**src/design/adcmrc_pkg.sv**
```systemverilog
// constants shared by the mode, rate and serial control bank
package adcmrc_pkg;
  // register addresses on the serial interface
  localparam logic [12:0] ADDR_MODE    = 13'h0000;
  localparam logic [12:0] ADDR_DIVIND  = 13'h0001;
  localparam logic [12:0] ADDR_RATE    = 13'h0002;
  localparam logic [12:0] ADDR_SDOEDGE = 13'h0004;
  localparam logic [12:0] ADDR_RANDPOL = 13'h0007;
  localparam logic [12:0] ADDR_CALDLY  = 13'h001E;
  // power-on values
  localparam logic [7:0] RST_MODE    = 8'h24;
  localparam logic [7:0] RST_DIVIND  = 8'h0F;
  localparam logic [7:0] RST_RATE    = 8'h00;
  localparam logic [7:0] RST_SDOEDGE = 8'h9F;
  localparam logic [7:0] RST_RANDPOL = 8'h42;
  localparam logic [7:0] RST_CALDLY  = 8'h80;
  // mode register, lower nibble copy
  localparam int BIT_SHUTDOWN = 0;
  localparam int BIT_LSBFIRST = 1;
  localparam int BIT_REINIT   = 2;
  localparam int BIT_STANDBY  = 3;
  // single-bit fields
  localparam int BIT_INDEP    = 7;
  localparam int BIT_SDOEDGE  = 7;
  localparam int BIT_WCKINV   = 7;
  localparam int BIT_CALDLYEN = 6;
  localparam int BIT_RANDOM   = 0;
  // rate codes
  localparam logic [3:0] CODE_MAXDIV   = 4'h9;
  localparam logic [3:0] CODE_ZEROLOW  = 4'hD;
  localparam logic [3:0] CODE_CLKFULL  = 4'hF;
  localparam logic [3:0] CODE_NOCLK    = 4'h0;
  // serial frame layout: 16 instruction bits, 8 data bits
  localparam logic [4:0] FRAME_CMD_BITS  = 5'd16;
  localparam logic [4:0] FRAME_LAST_BIT  = 5'd23;
  localparam logic [4:0] FRAME_BYTE0_END = 5'd7;
  localparam int         CMD_READ_BIT    = 15;
  // start delay step, cycles per code unit
  localparam int CAL_STEP_NS  = 160;
  localparam int CLK_NS       = 10;
  localparam int CAL_STEP_CYC = (CAL_STEP_NS + CLK_NS - 1) / CLK_NS;
endpackage : adcmrc_pkg

```
**src/design/adcmrc_rate_div.sv**
```systemverilog
// divides a tick stream by two to the power of a code
`timescale 1ns/1ps
`default_nettype none
module adcmrc_rate_div #(
  parameter int CODE_W = 4,
  parameter int CNT_W  = 9
) (
  input  wire logic              clk_sys,
  input  wire logic              nrst,
  input  wire logic              tickIn,
  input  wire logic [CODE_W-1:0] code,
  input  wire logic              enable,
  output logic                   tickOut_ff
);
  logic [CNT_W-1:0] cnt_ff;
  logic [CNT_W-1:0] lastCnt;

  // all-ones in the low code bits marks the last tick of a period
  assign lastCnt = CNT_W'((1 << code) - 1);

  // count incoming ticks, emit one per period; held idle while disabled
  always_ff @(posedge clk_sys) begin
    if (!nrst || !enable) begin
      cnt_ff     <= '0;
      tickOut_ff <= 1'b0;
    end else if (tickIn) begin
      cnt_ff     <= (cnt_ff >= lastCnt) ? '0 : CNT_W'(cnt_ff + 1'b1);
      tickOut_ff <= (cnt_ff >= lastCnt);
    end else begin
      tickOut_ff <= 1'b0;
    end
  end
endmodule // adcmrc_rate_div
`default_nettype wire

```
**src/design/adcmrc_ctrl.sv**
```systemverilog
// mode, output rate and serial control register bank of the converter
`timescale 1ns/1ps
`default_nettype none
module adcmrc_ctrl #(
  parameter int DATA_W = 14,
  parameter int STEP_C = adcmrc_pkg::CAL_STEP_CYC
) (
  input  wire logic              clk_sys,
  input  wire logic              nrst,
  input  wire logic              spiSck,
  input  wire logic              spiCsN,
  input  wire logic              spiSdi,
  output logic                   spiSdo,
  output logic                   spiSdoOeN,
  input  wire logic              sampleValid,
  input  wire logic [DATA_W-1:0] sampleData,
  input  wire logic              pllEnable,
  input  wire logic              dllEnable,
  input  wire logic              downConversionMode,
  output logic                   referenceOn,
  output logic                   clocksOn,
  output logic                   standbyOn,
  output logic                   calibInitN,
  output logic                   calibStart,
  output logic                   pllCalStart,
  output logic                   dllReset,
  output logic                   outValid,
  output logic [DATA_W-1:0]      outData,
  output logic                   outputClockPinsP,
  output logic                   outputClockPinsN,
  output logic                   wordClock
);
  // user registers
  logic [7:0] modeReg_ff, divIndReg_ff, rateReg_ff, sdoReg_ff, randPolReg_ff, calDlyReg_ff;
  // pin synchronisers and filtered levels
  logic [2:0] sckSync_ff, csSync_ff, sdiSync_ff;
  logic       sck_ff, csN_ff, sdi_ff;
  logic       sckRise, sckFall;
  // serial frame state
  logic [4:0]  bitCnt_ff;
  logic [7:0]  rxShift_ff;
  logic [7:0]  cmdHigh_ff;
  logic [15:0] cmd_ff;
  logic [7:0]  txShift_ff;
  logic        sdo_ff, sdoOeN_ff;
  logic [7:0]  rxByte, readData, rxNow;
  logic        launchEdge, writeStrobe;
  // decoded controls, lower nibble wins
  logic shutdownOn, lsbFirst, reinitN, standbyBit, running;
  logic reinitPrev_ff, calPending_ff, calStart_ff, pllStart_ff, dllReset_ff;
  logic [15:0] calWait_ff;
  logic dataTick, clkTick, dataZero;
  logic [3:0] clkCode;
  logic clkEnable;
  logic outClk_ff, wck_ff, outValid_ff;
  logic [DATA_W-1:0] outData_ff;
  // read flag position inside the first instruction byte
  localparam int CMD_HI_READ = adcmrc_pkg::CMD_READ_BIT - 8;

  function automatic logic [7:0] bitRev(input logic [7:0] b);
    for (int i = 0; i < 8; i++) bitRev[i] = b[7-i];
  endfunction

  // upper nibble is ignored for control; it only mirrors for reads
  assign shutdownOn = modeReg_ff[adcmrc_pkg::BIT_SHUTDOWN];
  assign lsbFirst   = modeReg_ff[adcmrc_pkg::BIT_LSBFIRST];
  assign reinitN    = modeReg_ff[adcmrc_pkg::BIT_REINIT];
  assign standbyBit = modeReg_ff[adcmrc_pkg::BIT_STANDBY];

  // three stages per pin; a level is taken once stages two and three agree
  always_ff @(posedge clk_sys) begin
    if (!nrst) begin
      sckSync_ff <= 3'h0;
      csSync_ff  <= 3'h7;
      sdiSync_ff <= 3'h0;
      sck_ff     <= 1'b0;
      csN_ff     <= 1'b1;
      sdi_ff     <= 1'b0;
    end else begin
      sckSync_ff <= {sckSync_ff[1:0], spiSck};
      csSync_ff  <= {csSync_ff[1:0], spiCsN};
      sdiSync_ff <= {sdiSync_ff[1:0], spiSdi};
      if (sckSync_ff[1] == sckSync_ff[2]) sck_ff <= sckSync_ff[2];
      if (csSync_ff[1] == csSync_ff[2]) csN_ff <= csSync_ff[2];
      if (sdiSync_ff[1] == sdiSync_ff[2]) sdi_ff <= sdiSync_ff[2];
    end
  end

  assign sckRise = !csN_ff && !sck_ff && (sckSync_ff[1] == sckSync_ff[2]) && sckSync_ff[2];
  assign sckFall = !csN_ff && sck_ff && (sckSync_ff[1] == sckSync_ff[2]) && !sckSync_ff[2];
  assign rxNow   = {rxShift_ff[6:0], sdi_ff};
  assign rxByte  = lsbFirst ? bitRev(rxNow) : rxNow;
  assign writeStrobe = sckRise && (bitCnt_ff == adcmrc_pkg::FRAME_LAST_BIT)
                       && !cmd_ff[adcmrc_pkg::CMD_READ_BIT];
  assign launchEdge  = sdoReg_ff[adcmrc_pkg::BIT_SDOEDGE] ? sckFall : sckRise;

  // frame receiver: bits taken on rising clock, chip select ends the frame
  always_ff @(posedge clk_sys) begin
    if (!nrst || csN_ff) begin
      bitCnt_ff  <= 5'd0;
      rxShift_ff <= 8'h00;
      cmdHigh_ff <= 8'h00;
      cmd_ff     <= 16'h0000;
    end else if (sckRise) begin
      rxShift_ff <= rxNow;
      if (bitCnt_ff != adcmrc_pkg::FRAME_LAST_BIT) bitCnt_ff <= 5'(bitCnt_ff + 1'b1);
      if (bitCnt_ff == adcmrc_pkg::FRAME_BYTE0_END) cmdHigh_ff <= rxByte;
      if (bitCnt_ff == 5'(adcmrc_pkg::FRAME_CMD_BITS - 1'b1)) cmd_ff <= {cmdHigh_ff, rxByte};
    end
  end

  // read mux; unmapped addresses read zero
  always_comb begin
    unique case ({cmdHigh_ff[4:0], rxByte})
      adcmrc_pkg::ADDR_MODE:    readData = modeReg_ff;
      adcmrc_pkg::ADDR_DIVIND:  readData = divIndReg_ff;
      adcmrc_pkg::ADDR_RATE:    readData = rateReg_ff;
      adcmrc_pkg::ADDR_SDOEDGE: readData = sdoReg_ff;
      adcmrc_pkg::ADDR_RANDPOL: readData = randPolReg_ff;
      adcmrc_pkg::ADDR_CALDLY:  readData = calDlyReg_ff;
      default:                  readData = 8'h00;
    endcase
  end

  // transmitter: loaded after the instruction, shifted on the launch edge
  always_ff @(posedge clk_sys) begin
    if (!nrst || csN_ff) begin
      txShift_ff <= 8'h00;
      sdo_ff     <= 1'b0;
      sdoOeN_ff  <= 1'b1;
    end else if (sckRise && bitCnt_ff == 5'(adcmrc_pkg::FRAME_CMD_BITS - 1'b1)) begin
      txShift_ff <= lsbFirst ? bitRev(readData) : readData;
      sdoOeN_ff  <= !cmdHigh_ff[CMD_HI_READ];
    end else if (launchEdge && bitCnt_ff >= adcmrc_pkg::FRAME_CMD_BITS) begin
      sdo_ff     <= txShift_ff[7];
      txShift_ff <= {txShift_ff[6:0], 1'b0};
    end
  end

  // registers change only by write; mode changes never touch them
  always_ff @(posedge clk_sys) begin
    if (!nrst) begin
      modeReg_ff    <= adcmrc_pkg::RST_MODE;
      divIndReg_ff  <= adcmrc_pkg::RST_DIVIND;
      rateReg_ff    <= adcmrc_pkg::RST_RATE;
      sdoReg_ff     <= adcmrc_pkg::RST_SDOEDGE;
      randPolReg_ff <= adcmrc_pkg::RST_RANDPOL;
      calDlyReg_ff  <= adcmrc_pkg::RST_CALDLY;
    end else if (writeStrobe) begin
      unique case (cmd_ff[12:0])
        adcmrc_pkg::ADDR_MODE:    modeReg_ff    <= rxByte;
        adcmrc_pkg::ADDR_DIVIND:  divIndReg_ff  <= rxByte;
        adcmrc_pkg::ADDR_RATE:    rateReg_ff    <= rxByte;
        adcmrc_pkg::ADDR_SDOEDGE: sdoReg_ff     <= rxByte;
        adcmrc_pkg::ADDR_RANDPOL: randPolReg_ff <= rxByte;
        adcmrc_pkg::ADDR_CALDLY:  calDlyReg_ff  <= rxByte;
        default:                  ;
      endcase
    end
  end

  // power state decode; soft reset leaves the reference alone
  assign referenceOn = !shutdownOn;
  assign clocksOn    = !shutdownOn && reinitN;
  assign standbyOn   = standbyBit && !shutdownOn;
  assign running     = clocksOn && !standbyBit;
  assign calibInitN  = reinitN;

  // leaving soft reset waits the start delay, then fires calibration
  always_ff @(posedge clk_sys) begin
    if (!nrst) begin
      reinitPrev_ff <= 1'b1;
      calPending_ff <= 1'b0;
      calWait_ff    <= 16'h0000;
      calStart_ff   <= 1'b0;
      pllStart_ff   <= 1'b0;
      dllReset_ff   <= 1'b0;
    end else begin
      reinitPrev_ff <= reinitN;
      calStart_ff   <= 1'b0;
      pllStart_ff   <= 1'b0;
      dllReset_ff   <= 1'b0;
      if (!reinitN) begin
        calPending_ff <= 1'b0;
      end else if (!reinitPrev_ff) begin
        calPending_ff <= 1'b1;
        calWait_ff    <= randPolReg_ff[adcmrc_pkg::BIT_CALDLYEN]
                         ? 16'(calDlyReg_ff * STEP_C) : 16'h0000;
        dllReset_ff   <= dllEnable;
      end else if (calPending_ff && calWait_ff == 16'h0000) begin
        calPending_ff <= 1'b0;
        calStart_ff   <= 1'b1;
        pllStart_ff   <= pllEnable;
      end else if (calPending_ff) begin
        calWait_ff <= 16'(calWait_ff - 1'b1);
      end
    end
  end
  assign calibStart  = calStart_ff;
  assign pllCalStart = pllStart_ff;
  assign dllReset    = dllReset_ff;

  // clock code follows the data code unless the independent enable is set
  always_comb begin
    clkCode   = 4'h0;
    clkEnable = 1'b0;
    if (divIndReg_ff[adcmrc_pkg::BIT_INDEP]) begin
      if (rateReg_ff[3:0] == adcmrc_pkg::CODE_CLKFULL) begin
        clkEnable = 1'b1;
      end else if (rateReg_ff[3:0] != adcmrc_pkg::CODE_NOCLK
                   && rateReg_ff[3:0] <= adcmrc_pkg::CODE_MAXDIV) begin
        clkCode   = rateReg_ff[3:0];
        clkEnable = 1'b1;
      end
    end else if (rateReg_ff[7:4] <= adcmrc_pkg::CODE_MAXDIV) begin
      clkCode   = rateReg_ff[7:4];
      clkEnable = 1'b1;
    end
  end
  assign dataZero = rateReg_ff[7:4] >= adcmrc_pkg::CODE_ZEROLOW;

  adcmrc_rate_div u_dataDiv (
    .clk_sys    (clk_sys),
    .nrst       (nrst),
    .tickIn     (sampleValid),
    .code       (rateReg_ff[7:4] > adcmrc_pkg::CODE_MAXDIV ? 4'h0 : rateReg_ff[7:4]),
    .enable     (running),
    .tickOut_ff (dataTick)
  );

  adcmrc_rate_div u_clkDiv (
    .clk_sys    (clk_sys),
    .nrst       (nrst),
    .tickIn     (sampleValid),
    .code       (clkCode),
    .enable     (clkEnable && clocksOn),
    .tickOut_ff (clkTick)
  );

  // output words; the divider tick lags sampleValid by one cycle, so sampleData is taken a cycle late, a known limit
  always_ff @(posedge clk_sys) begin
    if (!nrst) begin
      outValid_ff <= 1'b0;
      outData_ff  <= '0;
      wck_ff      <= 1'b0;
    end else begin
      outValid_ff <= dataTick && running;
      if (!running) begin
        outData_ff <= '0;
      end else if (dataTick) begin
        wck_ff <= !wck_ff;
        if (dataZero) outData_ff <= '0;
        else if (randPolReg_ff[adcmrc_pkg::BIT_RANDOM])
          outData_ff <= sampleData ^ {{(DATA_W-1){sampleData[0]}}, 1'b0};
        else outData_ff <= sampleData;
      end
    end
  end

  // output clock toggles per divided tick; held low on no-clock codes
  always_ff @(posedge clk_sys) begin
    if (!nrst || !clkEnable || !clocksOn) outClk_ff <= 1'b0;
    else if (clkTick) outClk_ff <= !outClk_ff;
  end

  assign outValid         = outValid_ff;
  assign outData          = outData_ff;
  assign outputClockPinsP = outClk_ff;
  assign outputClockPinsN = !outClk_ff;
  assign wordClock        = wck_ff ^ (downConversionMode
                            && randPolReg_ff[adcmrc_pkg::BIT_WCKINV]);
  assign spiSdo           = sdo_ff;
  assign spiSdoOeN        = sdoOeN_ff;
endmodule // adcmrc_ctrl
`default_nettype wire

```
**config.mk**
```make
export PLATFORM = sky130hd
export DESIGN_NAME = adcmrc_ctrl
export DESIGN_NICKNAME = d
export VERILOG_FILES = /design/src/design/adcmrc_pkg.sv /design/src/design/adcmrc_rate_div.sv /design/src/design/adcmrc_ctrl.sv
export SDC_FILE = /design/constraint.sdc
export NUM_CORES = 1
export LEC_CHECK = 0
export ABC_AREA = 1
export BUFFER_PORTS_ARGS = -buffer_cell sky130_fd_sc_hd__buf_2
export CELL_PAD_IN_SITES_DETAIL_PLACEMENT = 1
export CELL_PAD_IN_SITES_GLOBAL_PLACEMENT = 2
export CORE_ASPECT_RATIO = 2
export CORE_UTILIZATION = 25
export CTS_CLUSTER_SIZE = 20
export DETAILED_ROUTE_END_ITERATION = 6
export GPL_TIMING_DRIVEN = 0
export PLACE_DENSITY = 0.6
export SLEW_MARGIN = 20
export SYNTH_ARGS = -nofsm -noshare
export SYNTH_HDL_FRONTEND = slang
export SYNTH_SLANG_ARGS = --single-unit
```
**constraint.sdc**
```tcl
create_clock -name clk_sys -period 7.55 [get_ports clk_sys]
set_clock_uncertainty 0.15 [all_clocks]
set_input_delay 1.51 -clock clk_sys [delete_from_list [all_inputs] [get_ports clk_sys]]
set_output_delay 1.51 -clock clk_sys [all_outputs]
set_load 0.03 [all_outputs]
```
==> results.txt, run 1 <==
----------------------------------------------------
[Pwr]
  Pwr/cell area ... 196 nW/um^2
  Leakage dissipation ... 0.00383 uW
  Power after layout ... 1840 uW
  Highest ir drop seen on vdd ... 0.000176 V

[Layout]
  Total of fill cells in the finished design ... 3970
  N_diodes ... 0
  Final-stage net count ... 1201
  Fraction of layout cells with a size suffix above 1 ... around 12%
  Relative area change from synthesis to final layout ... 17.2%

[Clocking]
  CTS Root Cell ... clkbuf_16
  Hold bufs inserted after CTS ... 0
  Number of buffers between clock root and the deepest sink ... 2
  Number of post-CTS setup repair buffers ... 0
  CTS tree ... done
  Number of clock buffers inserted by TritonCTS ... 17
  Clock latency on the worst-skew pair ... 0.45 ns
  Clock Sinks ... 160
  Cells resized by post-CTS repair ... 0
  Clk slew on worst S/H paths ... 0.07 ns
  H-tree lvl count ... 4

[GRT]
  Wire length of the first global-routing pass ... between 40000 and 50000 um
  All-layer global routing usage ... 19.2%
  Pin count of the biggest net entering global routing ... 17
  Number of antenna violations at the first check in global routing ... 0
  Congestion Overflow GR ... 0
  Vias in the first global route ... around 8000

[Worst setup path]
  Critical Path Source ... rateReg_ff[5]
  Type of element capturing the critical path ... register
  Critical Setup Path Class ... register to register
  End of the worst register-to-register path ... u_clkDiv.cnt_ff[5]
  Count of cells along the worst register-to-register path ... 17
  Termination of the worst setup path ... u_clkDiv.cnt_ff[5]
  WP data required ... 7.73 ns
  WP data arrival ... 4.00 ns
  Launching point of the worst reg2reg path ... rateReg_ff[5]
  Launching element type of the critical path ... register
  Flop2flop setup slack ... 3.73 ns
  Top fanout value on the critical path ... 8

[Logic synthesis]
  Proportion of synthesized flip-flops having asynchronous set or reset ... 0%
  Post-synth EDFFs ... 0
  Fraction of the yosys area taken by sequential cells ... 39.9%
  Flops & latches, synth ... 160
  Average cell area after synthesis ... 7.40 um^2
  Syn Nets ... about 1100
  Mapped Area ... between 8000 and 9000 um^2
  Yosys warnings ... 0
  Syn Inst Count ... around 1100
  Synth unique cells ... 45
  Top FF cell, synth ... dfxtp_1

[Die]
  Initial core utilization ... 25.5%
  Vert. Die Dim ... 255 um
  Die X-Extent ... 129 um
  Core region area ... about 32000 um^2
  Count of boundary I/O pins ... 50
  Cell Rows ... 92
  Overall die area ... 32900 um^2

[Placed design]
  Number of buffers inserted by port buffering ... 49
  RePlAce Congestion ... 0.856
  Sum of net half-perimeters after detailed placement ... 23900 um

[Detailed routing]
  Iter 0 DRT Violations ... 230
  Post-route DRC ... 0
  Average wire length per cell after detail routing ... between 15 and 20 um
  First-pass detailed-route iteration total ... 4
  Vias ... 7647
  Via density per instance ... a little under 5
  Remaining antenna violation count after routing ... 0
  Post-detailed-routing wire length ... 29900 um

[Timing]
  Achievable frequency ... 262 MHz
  Final worst path period need ... 3.82 ns
  Final number of max-transition violations ... 0
  Tightest Pin Transition ... between 0.7 and 0.8 ns
  Post-route fraction of the period consumed by the critical path ... 50.6%
  Final hold violation count ... 0
  Count of final setup violators ... 0
  RSZ-0062 raised after global routing ... false
  Max transition margin ... 47.8%
  Setup Total Neg Slack ... 0 ns

[Job]
  MaxCap Viol Count ... 0

[Worst hold path]
  Hold Path Origin ... sdiSync_ff[0]
  Class of the tightest hold or removal check ... register to register

[Status]
  Run status ... completed

----------------------------------------------------
power breakdown:
part / internal [uW] / total [uW] / leakage (uW) / switching [uW]
Sequential: 852 / 857 / 0.00129 / 4.78
Clock: 546 / 918 / 0.000289 / 372
Combinational: 20.9 / 66.2 / 0.00225 / 45.3
per-layer routing:
metal  global-route usage [%]  part of all wire [%]
met1                     17.4                    35
met2                     38.8                    59
met3                     2.72                   1.6
met4                     10.7                   4.7
met5                        0                     0
how the worst min path moves through the flow:
stage / depth (start not counted) / endpoint / slack, ns
2_1_floorplan: 2 / sckSync_ff[1] / 0.24
3_3_place_gp: 2 / sckSync_ff[1] / 0.25
3_5_place_dp: 1 / csSync_ff[1] / 0.25
4_1_cts: 2 / sdiSync_ff[1] / 0.27
5_1_grt: 2 / sdiSync_ff[1] / 0.29
6_report: 2 / sdiSync_ff[1] / 0.27
layout make-up:
class	instances	area (um^2)	share of cell area, %
Buffer	39	210	2.23
Clock buffer	23	478	5.08
Clock inverter	9	131	1.40
Inverter	111	417	4.43
Multi-Input combinational cell	775	4200	44.6
Sequential cell	160	3200	34.0
Tap cell	423	529	5.62
Timing Repair Buffer	49	245	2.60
worst max-delay path: stages, from the launching register on:
cell       delay (ns)
dfxtp_1          0.38
o21ai_2          0.32
nand2_1          0.17
o22ai_1          0.42
nor2_1           0.20
nand2_1          0.14
ha_1             0.22
nand2_1          0.12
o21ai_0          0.15
o21ai_1          0.09
ha_1             0.32
nand2_1          0.08
nor2_1           0.14
nand2_1          0.07
o2111ai_1        0.18
nand2_1          0.14
nand2_1          0.32
nor3b_1          0.08
flip-flops by register name, indices dropped and copies added (netlist names), 3 cells and up:
| register | cells |
|---|---|
| u_clkDiv.cnt_ff | 9 |
| cmd_ff | 14 |
| randPolReg_ff | 8 |
| modeReg_ff | 8 |
| sdiSync_ff | 3 |
| calWait_ff | 16 |
| outData | 14 |
| cmdHigh_ff | 6 |
| rateReg_ff | 8 |
| rxShift_ff | 7 |
| csSync_ff | 3 |
| txShift_ff | 8 |
| divIndReg_ff | 8 |
| sdoReg_ff | 8 |
| calDlyReg_ff | 8 |
| bitCnt_ff | 5 |
| u_dataDiv.cnt_ff | 9 |
| sckSync_ff | 3 |
synth_stat cells (15+ instances only):
library cell | instances | area [um^2]
nand2_1 | 184 | 691
xor2_1 | 15 | 131
o21ai_0 | 89 | 445
xnor2_1 | 19 | 166
ha_1 | 25 | 313
dfxtp_1 | 160 | 3200
nor3_1 | 19 | 95.1
a21oi_1 | 108 | 541
nand3_1 | 64 | 320
clkbuf_1 | 19 | 71.3
nand4_1 | 48 | 300
nor2_1 | 100 | 375
inv_1 | 100 | 375
a211oi_1 | 17 | 128
cell usage in the layout, fill, tap and decap left out, types with 4 or more instances in the layout:
| master | n |
|---|---|
| dfxtp_1 | 160 |
| a31oi_1 | 10 |
| nor2_4 | 5 |
| nand2_1 | 184 |
| nor3_1 | 19 |
| buf_2 | 58 |
| a211oi_1 | 17 |
| buf_6 | 4 |
| nand4_1 | 48 |
| o21ai_0 | 89 |
| nand3_1 | 64 |
| a21oi_1 | 108 |
| nand2_2 | 14 |
| ha_1 | 25 |
| clkbuf_16 | 17 |
| nor2_1 | 100 |
| xnor2_1 | 19 |
| clkbuf_1 | 22 |
| or2_2 | 5 |
| xor2_1 | 15 |
| o21ai_1 | 4 |
| inv_2 | 8 |
| o211ai_1 | 14 |
| inv_1 | 100 |
| buf_4 | 6 |
logic make-up (layout without fill, tap and decap cells):
group           after synthesis  in the layout  synth area share (%)
buf+inv                     150            231                  7.81
flops                       160            160                  39.9
simple gates                462            462                  27.2
compound gates              254            254                  17.5
fa+ha+maj                    25             25                  3.90
xor+xnor                     34             34                  3.71
metrics by stage:
step / worst slack, ns / hold WS, ns / cell area [um^2] / instances / util (%)
global placement: 3.40 / 0.246 / 8800 / 1557 / 27.9
finish: 3.73 / 0.265 / 9410 / 1589 / 29.8
floorplan: 3.82 / 0.240 / 8030 / 1085 / -
detailed placement: 3.41 / 0.253 / 8800 / 1557 / 27.9
CTS: 3.55 / 0.271 / 9410 / 1589 / 29.8
global route: 3.26 / 0.287 / 9410 / 1589 / 29.8
Note: power is estimated with default switching activity, not from simulation.
==> run 2, diff against run 1 <==
Clock period 7.55 ns to 3.9 ns, I/O delays scaled along.
==> results.txt, run 2 (synthesis gave the netlist of run 1 again) <==
----------------------------------------------------
[Die]
  Overall die area ... 32900 um^2 (unchanged)
  Core region area ... 31500 um^2 (unchanged)
  Initial core utilization ... 25.5% (unchanged)
  Vert. Die Dim ... 255 um (unchanged)
  Count of boundary I/O pins ... 50 (unchanged)
  Cell Rows ... 92 (unchanged)
  Die X-Extent ... 129 um (unchanged)

[Status]
  Run status ... completed

[GRT]
  All-layer global routing usage ... 19.2% (unchanged)
  Number of antenna violations at the first check in global routing ... 0 (unchanged)
  Pin count of the biggest net entering global routing ... 17 (unchanged)
  Wire length of the first global-routing pass ... 46400 um (unchanged)
  Congestion Overflow GR ... 0 (unchanged)
  Vias in the first global route ... 8113 (unchanged)

[Placed design]
  Placed Cells ... 1557 (unchanged)
  RePlAce Congestion ... 0.856 (unchanged)
  Number of buffers inserted by port buffering ... 49 (unchanged)
  Sum of net half-perimeters after detailed placement ... 23900 um (unchanged)

[Worst setup path]
  WP data arrival ... 3.66 ns (-0.34 ns)
  Launching element type of the critical path ... register
  Type of element capturing the critical path ... register
  Flop2flop setup slack ... 0.46 ns (-3.26 ns)
  Count of cells along the worst register-to-register path ... 16 (-1)
  WP data required ... 4.12 ns (-3.61 ns)
  Critical Path Source ... divIndReg_ff[7]
  End of the worst register-to-register path ... u_clkDiv.cnt_ff[5]
  Top fanout value on the critical path ... 8 (unchanged)
  Critical Setup Path Class ... register to register
  Launching point of the worst reg2reg path ... divIndReg_ff[7]

[Timing]
  Achievable frequency ... 291 MHz (+11%)
  Tightest Pin Transition ... 0.790 ns (+0.00793 ns)
  RSZ-0062 raised after global routing ... false
  Max transition margin ... 47.3% (-0.53 points)
  Final worst path period need ... 3.44 ns (-0.387 ns)
  Worst hold-check slack ... 0.265 ns (+0.00000500 ns)
  Setup Total Neg Slack ... 0 ns (unchanged)
  Post-route fraction of the period consumed by the critical path ... 88.1% (+37 points)
  Count of final setup violators ... 0 (unchanged)
  Final hold violation count ... 0 (unchanged)
  Final number of max-transition violations ... 0 (unchanged)

[Worst hold path]
  Cell depth of the worst hold path ... 2 (unchanged)
  Hold Path Origin ... sdiSync_ff[0]
  Class of the tightest hold or removal check ... register to register
  Endpoint of the worst hold-timing path ... sdiSync_ff[1]

[Detailed routing]
  Via density per instance ... 4.82 (+0.13%)
  Vias ... 7657 (+0.13%)
  Post-route DRC ... 0 (unchanged)
  Iter 0 DRT Violations ... 211 (-8.3%)
  First-pass detailed-route iteration total ... 4 (unchanged)
  Post-detailed-routing wire length ... 29900 um (about the same)
  Average wire length per cell after detail routing ... 18.8 um (about the same)
  Remaining antenna violation count after routing ... 0 (unchanged)

[Pwr]
  Highest ir drop seen on vdd ... 0.000342 V (+94%)
  Fraction of power spent switching nets ... 23.0% (+0.065 points)
  Power after layout ... 3570 uW (+94%)
  Switching power total ... 820 uW (+94%)
  Part of the power in registers ... 46.5% (about the same)
  Share of total power in combinational logic ... 3.6% (about the same)
  Power share of the clock group ... 49.9% (about the same)
  Internal ... 2750 uW (+94%)
  Leakage dissipation ... 0.00384 uW (+0.18%)
  Pwr/cell area ... 378 nW/um^2 (+93%)

[Clocking]
  CTS tree ... done
  CTS Root Cell ... clkbuf_16
  Hold bufs inserted after CTS ... 0 (unchanged)
  H-tree lvl count ... 4 (unchanged)
  Clock Sinks ... 160 (unchanged)
  Number of clock buffers inserted by TritonCTS ... 17 (unchanged)
  Number of buffers between clock root and the deepest sink ... 2 (unchanged)
  Clk slew on worst S/H paths ... 0.07 ns (about the same)
  Number of post-CTS setup repair buffers ... 0 (unchanged)
  Clock latency on the worst-skew pair ... 0.45 ns (about the same)
  Cells resized by post-CTS repair ... 2 (+2)

[Layout]
  Most flop-heavy register ... calWait_ff
  Relative area change from synthesis to final layout ... 17.6%
  Fraction of layout cells with a size suffix above 1 ... 12.9% (+0.43 points)
  Final-stage net count ... 1201 (unchanged)
  Commonest cells after routing, fill and taps aside ... nand2_1, dfxtp_1, a21oi_1, inv_1, nor2_1
  N_diodes ... 0 (unchanged)
  Most common cell after layout, fill and taps aside ... nand2_1
  Cell Count, Final, Fillers Out ... 1589 (unchanged)
  Flip-flop count of the largest register, all copies and words added ... 16 (unchanged)

[Job]
  MaxCap Viol Count ... 0 (unchanged)

----------------------------------------------------
## run 2: worst max-delay path by stage
stage                    endpoint  slack [ns]  depth (start not counted)
2_1_floorplan  u_clkDiv.cnt_ff[5]        0.93                         17
3_3_place_gp   u_clkDiv.cnt_ff[5]      -0.002                         16
3_5_place_dp   u_clkDiv.cnt_ff[5]       -0.10                         16
4_1_cts        u_clkDiv.cnt_ff[5]        0.06                         16
5_1_grt        u_clkDiv.cnt_ff[2]        0.08                         17
6_report       u_clkDiv.cnt_ff[5]        0.46                         16
## run 2: metrics by stage
| stage | setup WS, ns | instance area [um^2] | utilization [%] |
|---|---|---|---|
| global route | 0.0783 | 9440 | 29.9 |
| global placement | -0.00156 | 8800 | 27.9 |
| detailed placement | -0.102 | 8800 | 27.9 |
| floorplan | 0.933 | 8030 | - |
| CTS | 0.0611 | 9420 | 29.9 |
| finish | 0.463 | 9440 | 29.9 |
## run 2: layer usage
metal	GRT usage, %	up-vias	wire length, um
met1	17.4	3690	10400
met2	38.8	91	17600
li1	-	3826	-
met3	2.72	50	495
met4	10.7	0	1410
met5	0	-	0
## run 2: area by class of cell
type,instances,area (um^2)
clock inverter,9,131
multi-input combinational,775,4230
tap,423,529
timing repair buffer,49,245
inverter,111,417
fill,3965,22100
buffer,39,210
clock buffer,23,478
sequential,160,3200
## run 2: worst max-delay path, stage by stage, from the launching register on
cell       delay [ns]
dfxtp_1          0.49
inv_1            0.13
o21ai_0          0.31
a21oi_2          0.11
nor2_2           0.22
nand2_1          0.12
ha_1             0.24
nand2_1          0.14
xnor2_1          0.17
ha_1             0.32
a21oi_1          0.15
o21ai_0          0.12
nand2_1          0.08
o2111ai_1        0.09
nand2_1          0.16
nand2_2          0.17
nor3b_1          0.20
## run 2: power groups by stage
stage               sequential, uW  clock, uW  combinational (uW)
floorplan                     1710          0                62.6
global placement              1700          0                 132
detailed placement            1700          0                 133
CTS                           1660       1850                 133
global route                  1660       1910                 144
finish                        1660       1780                 129
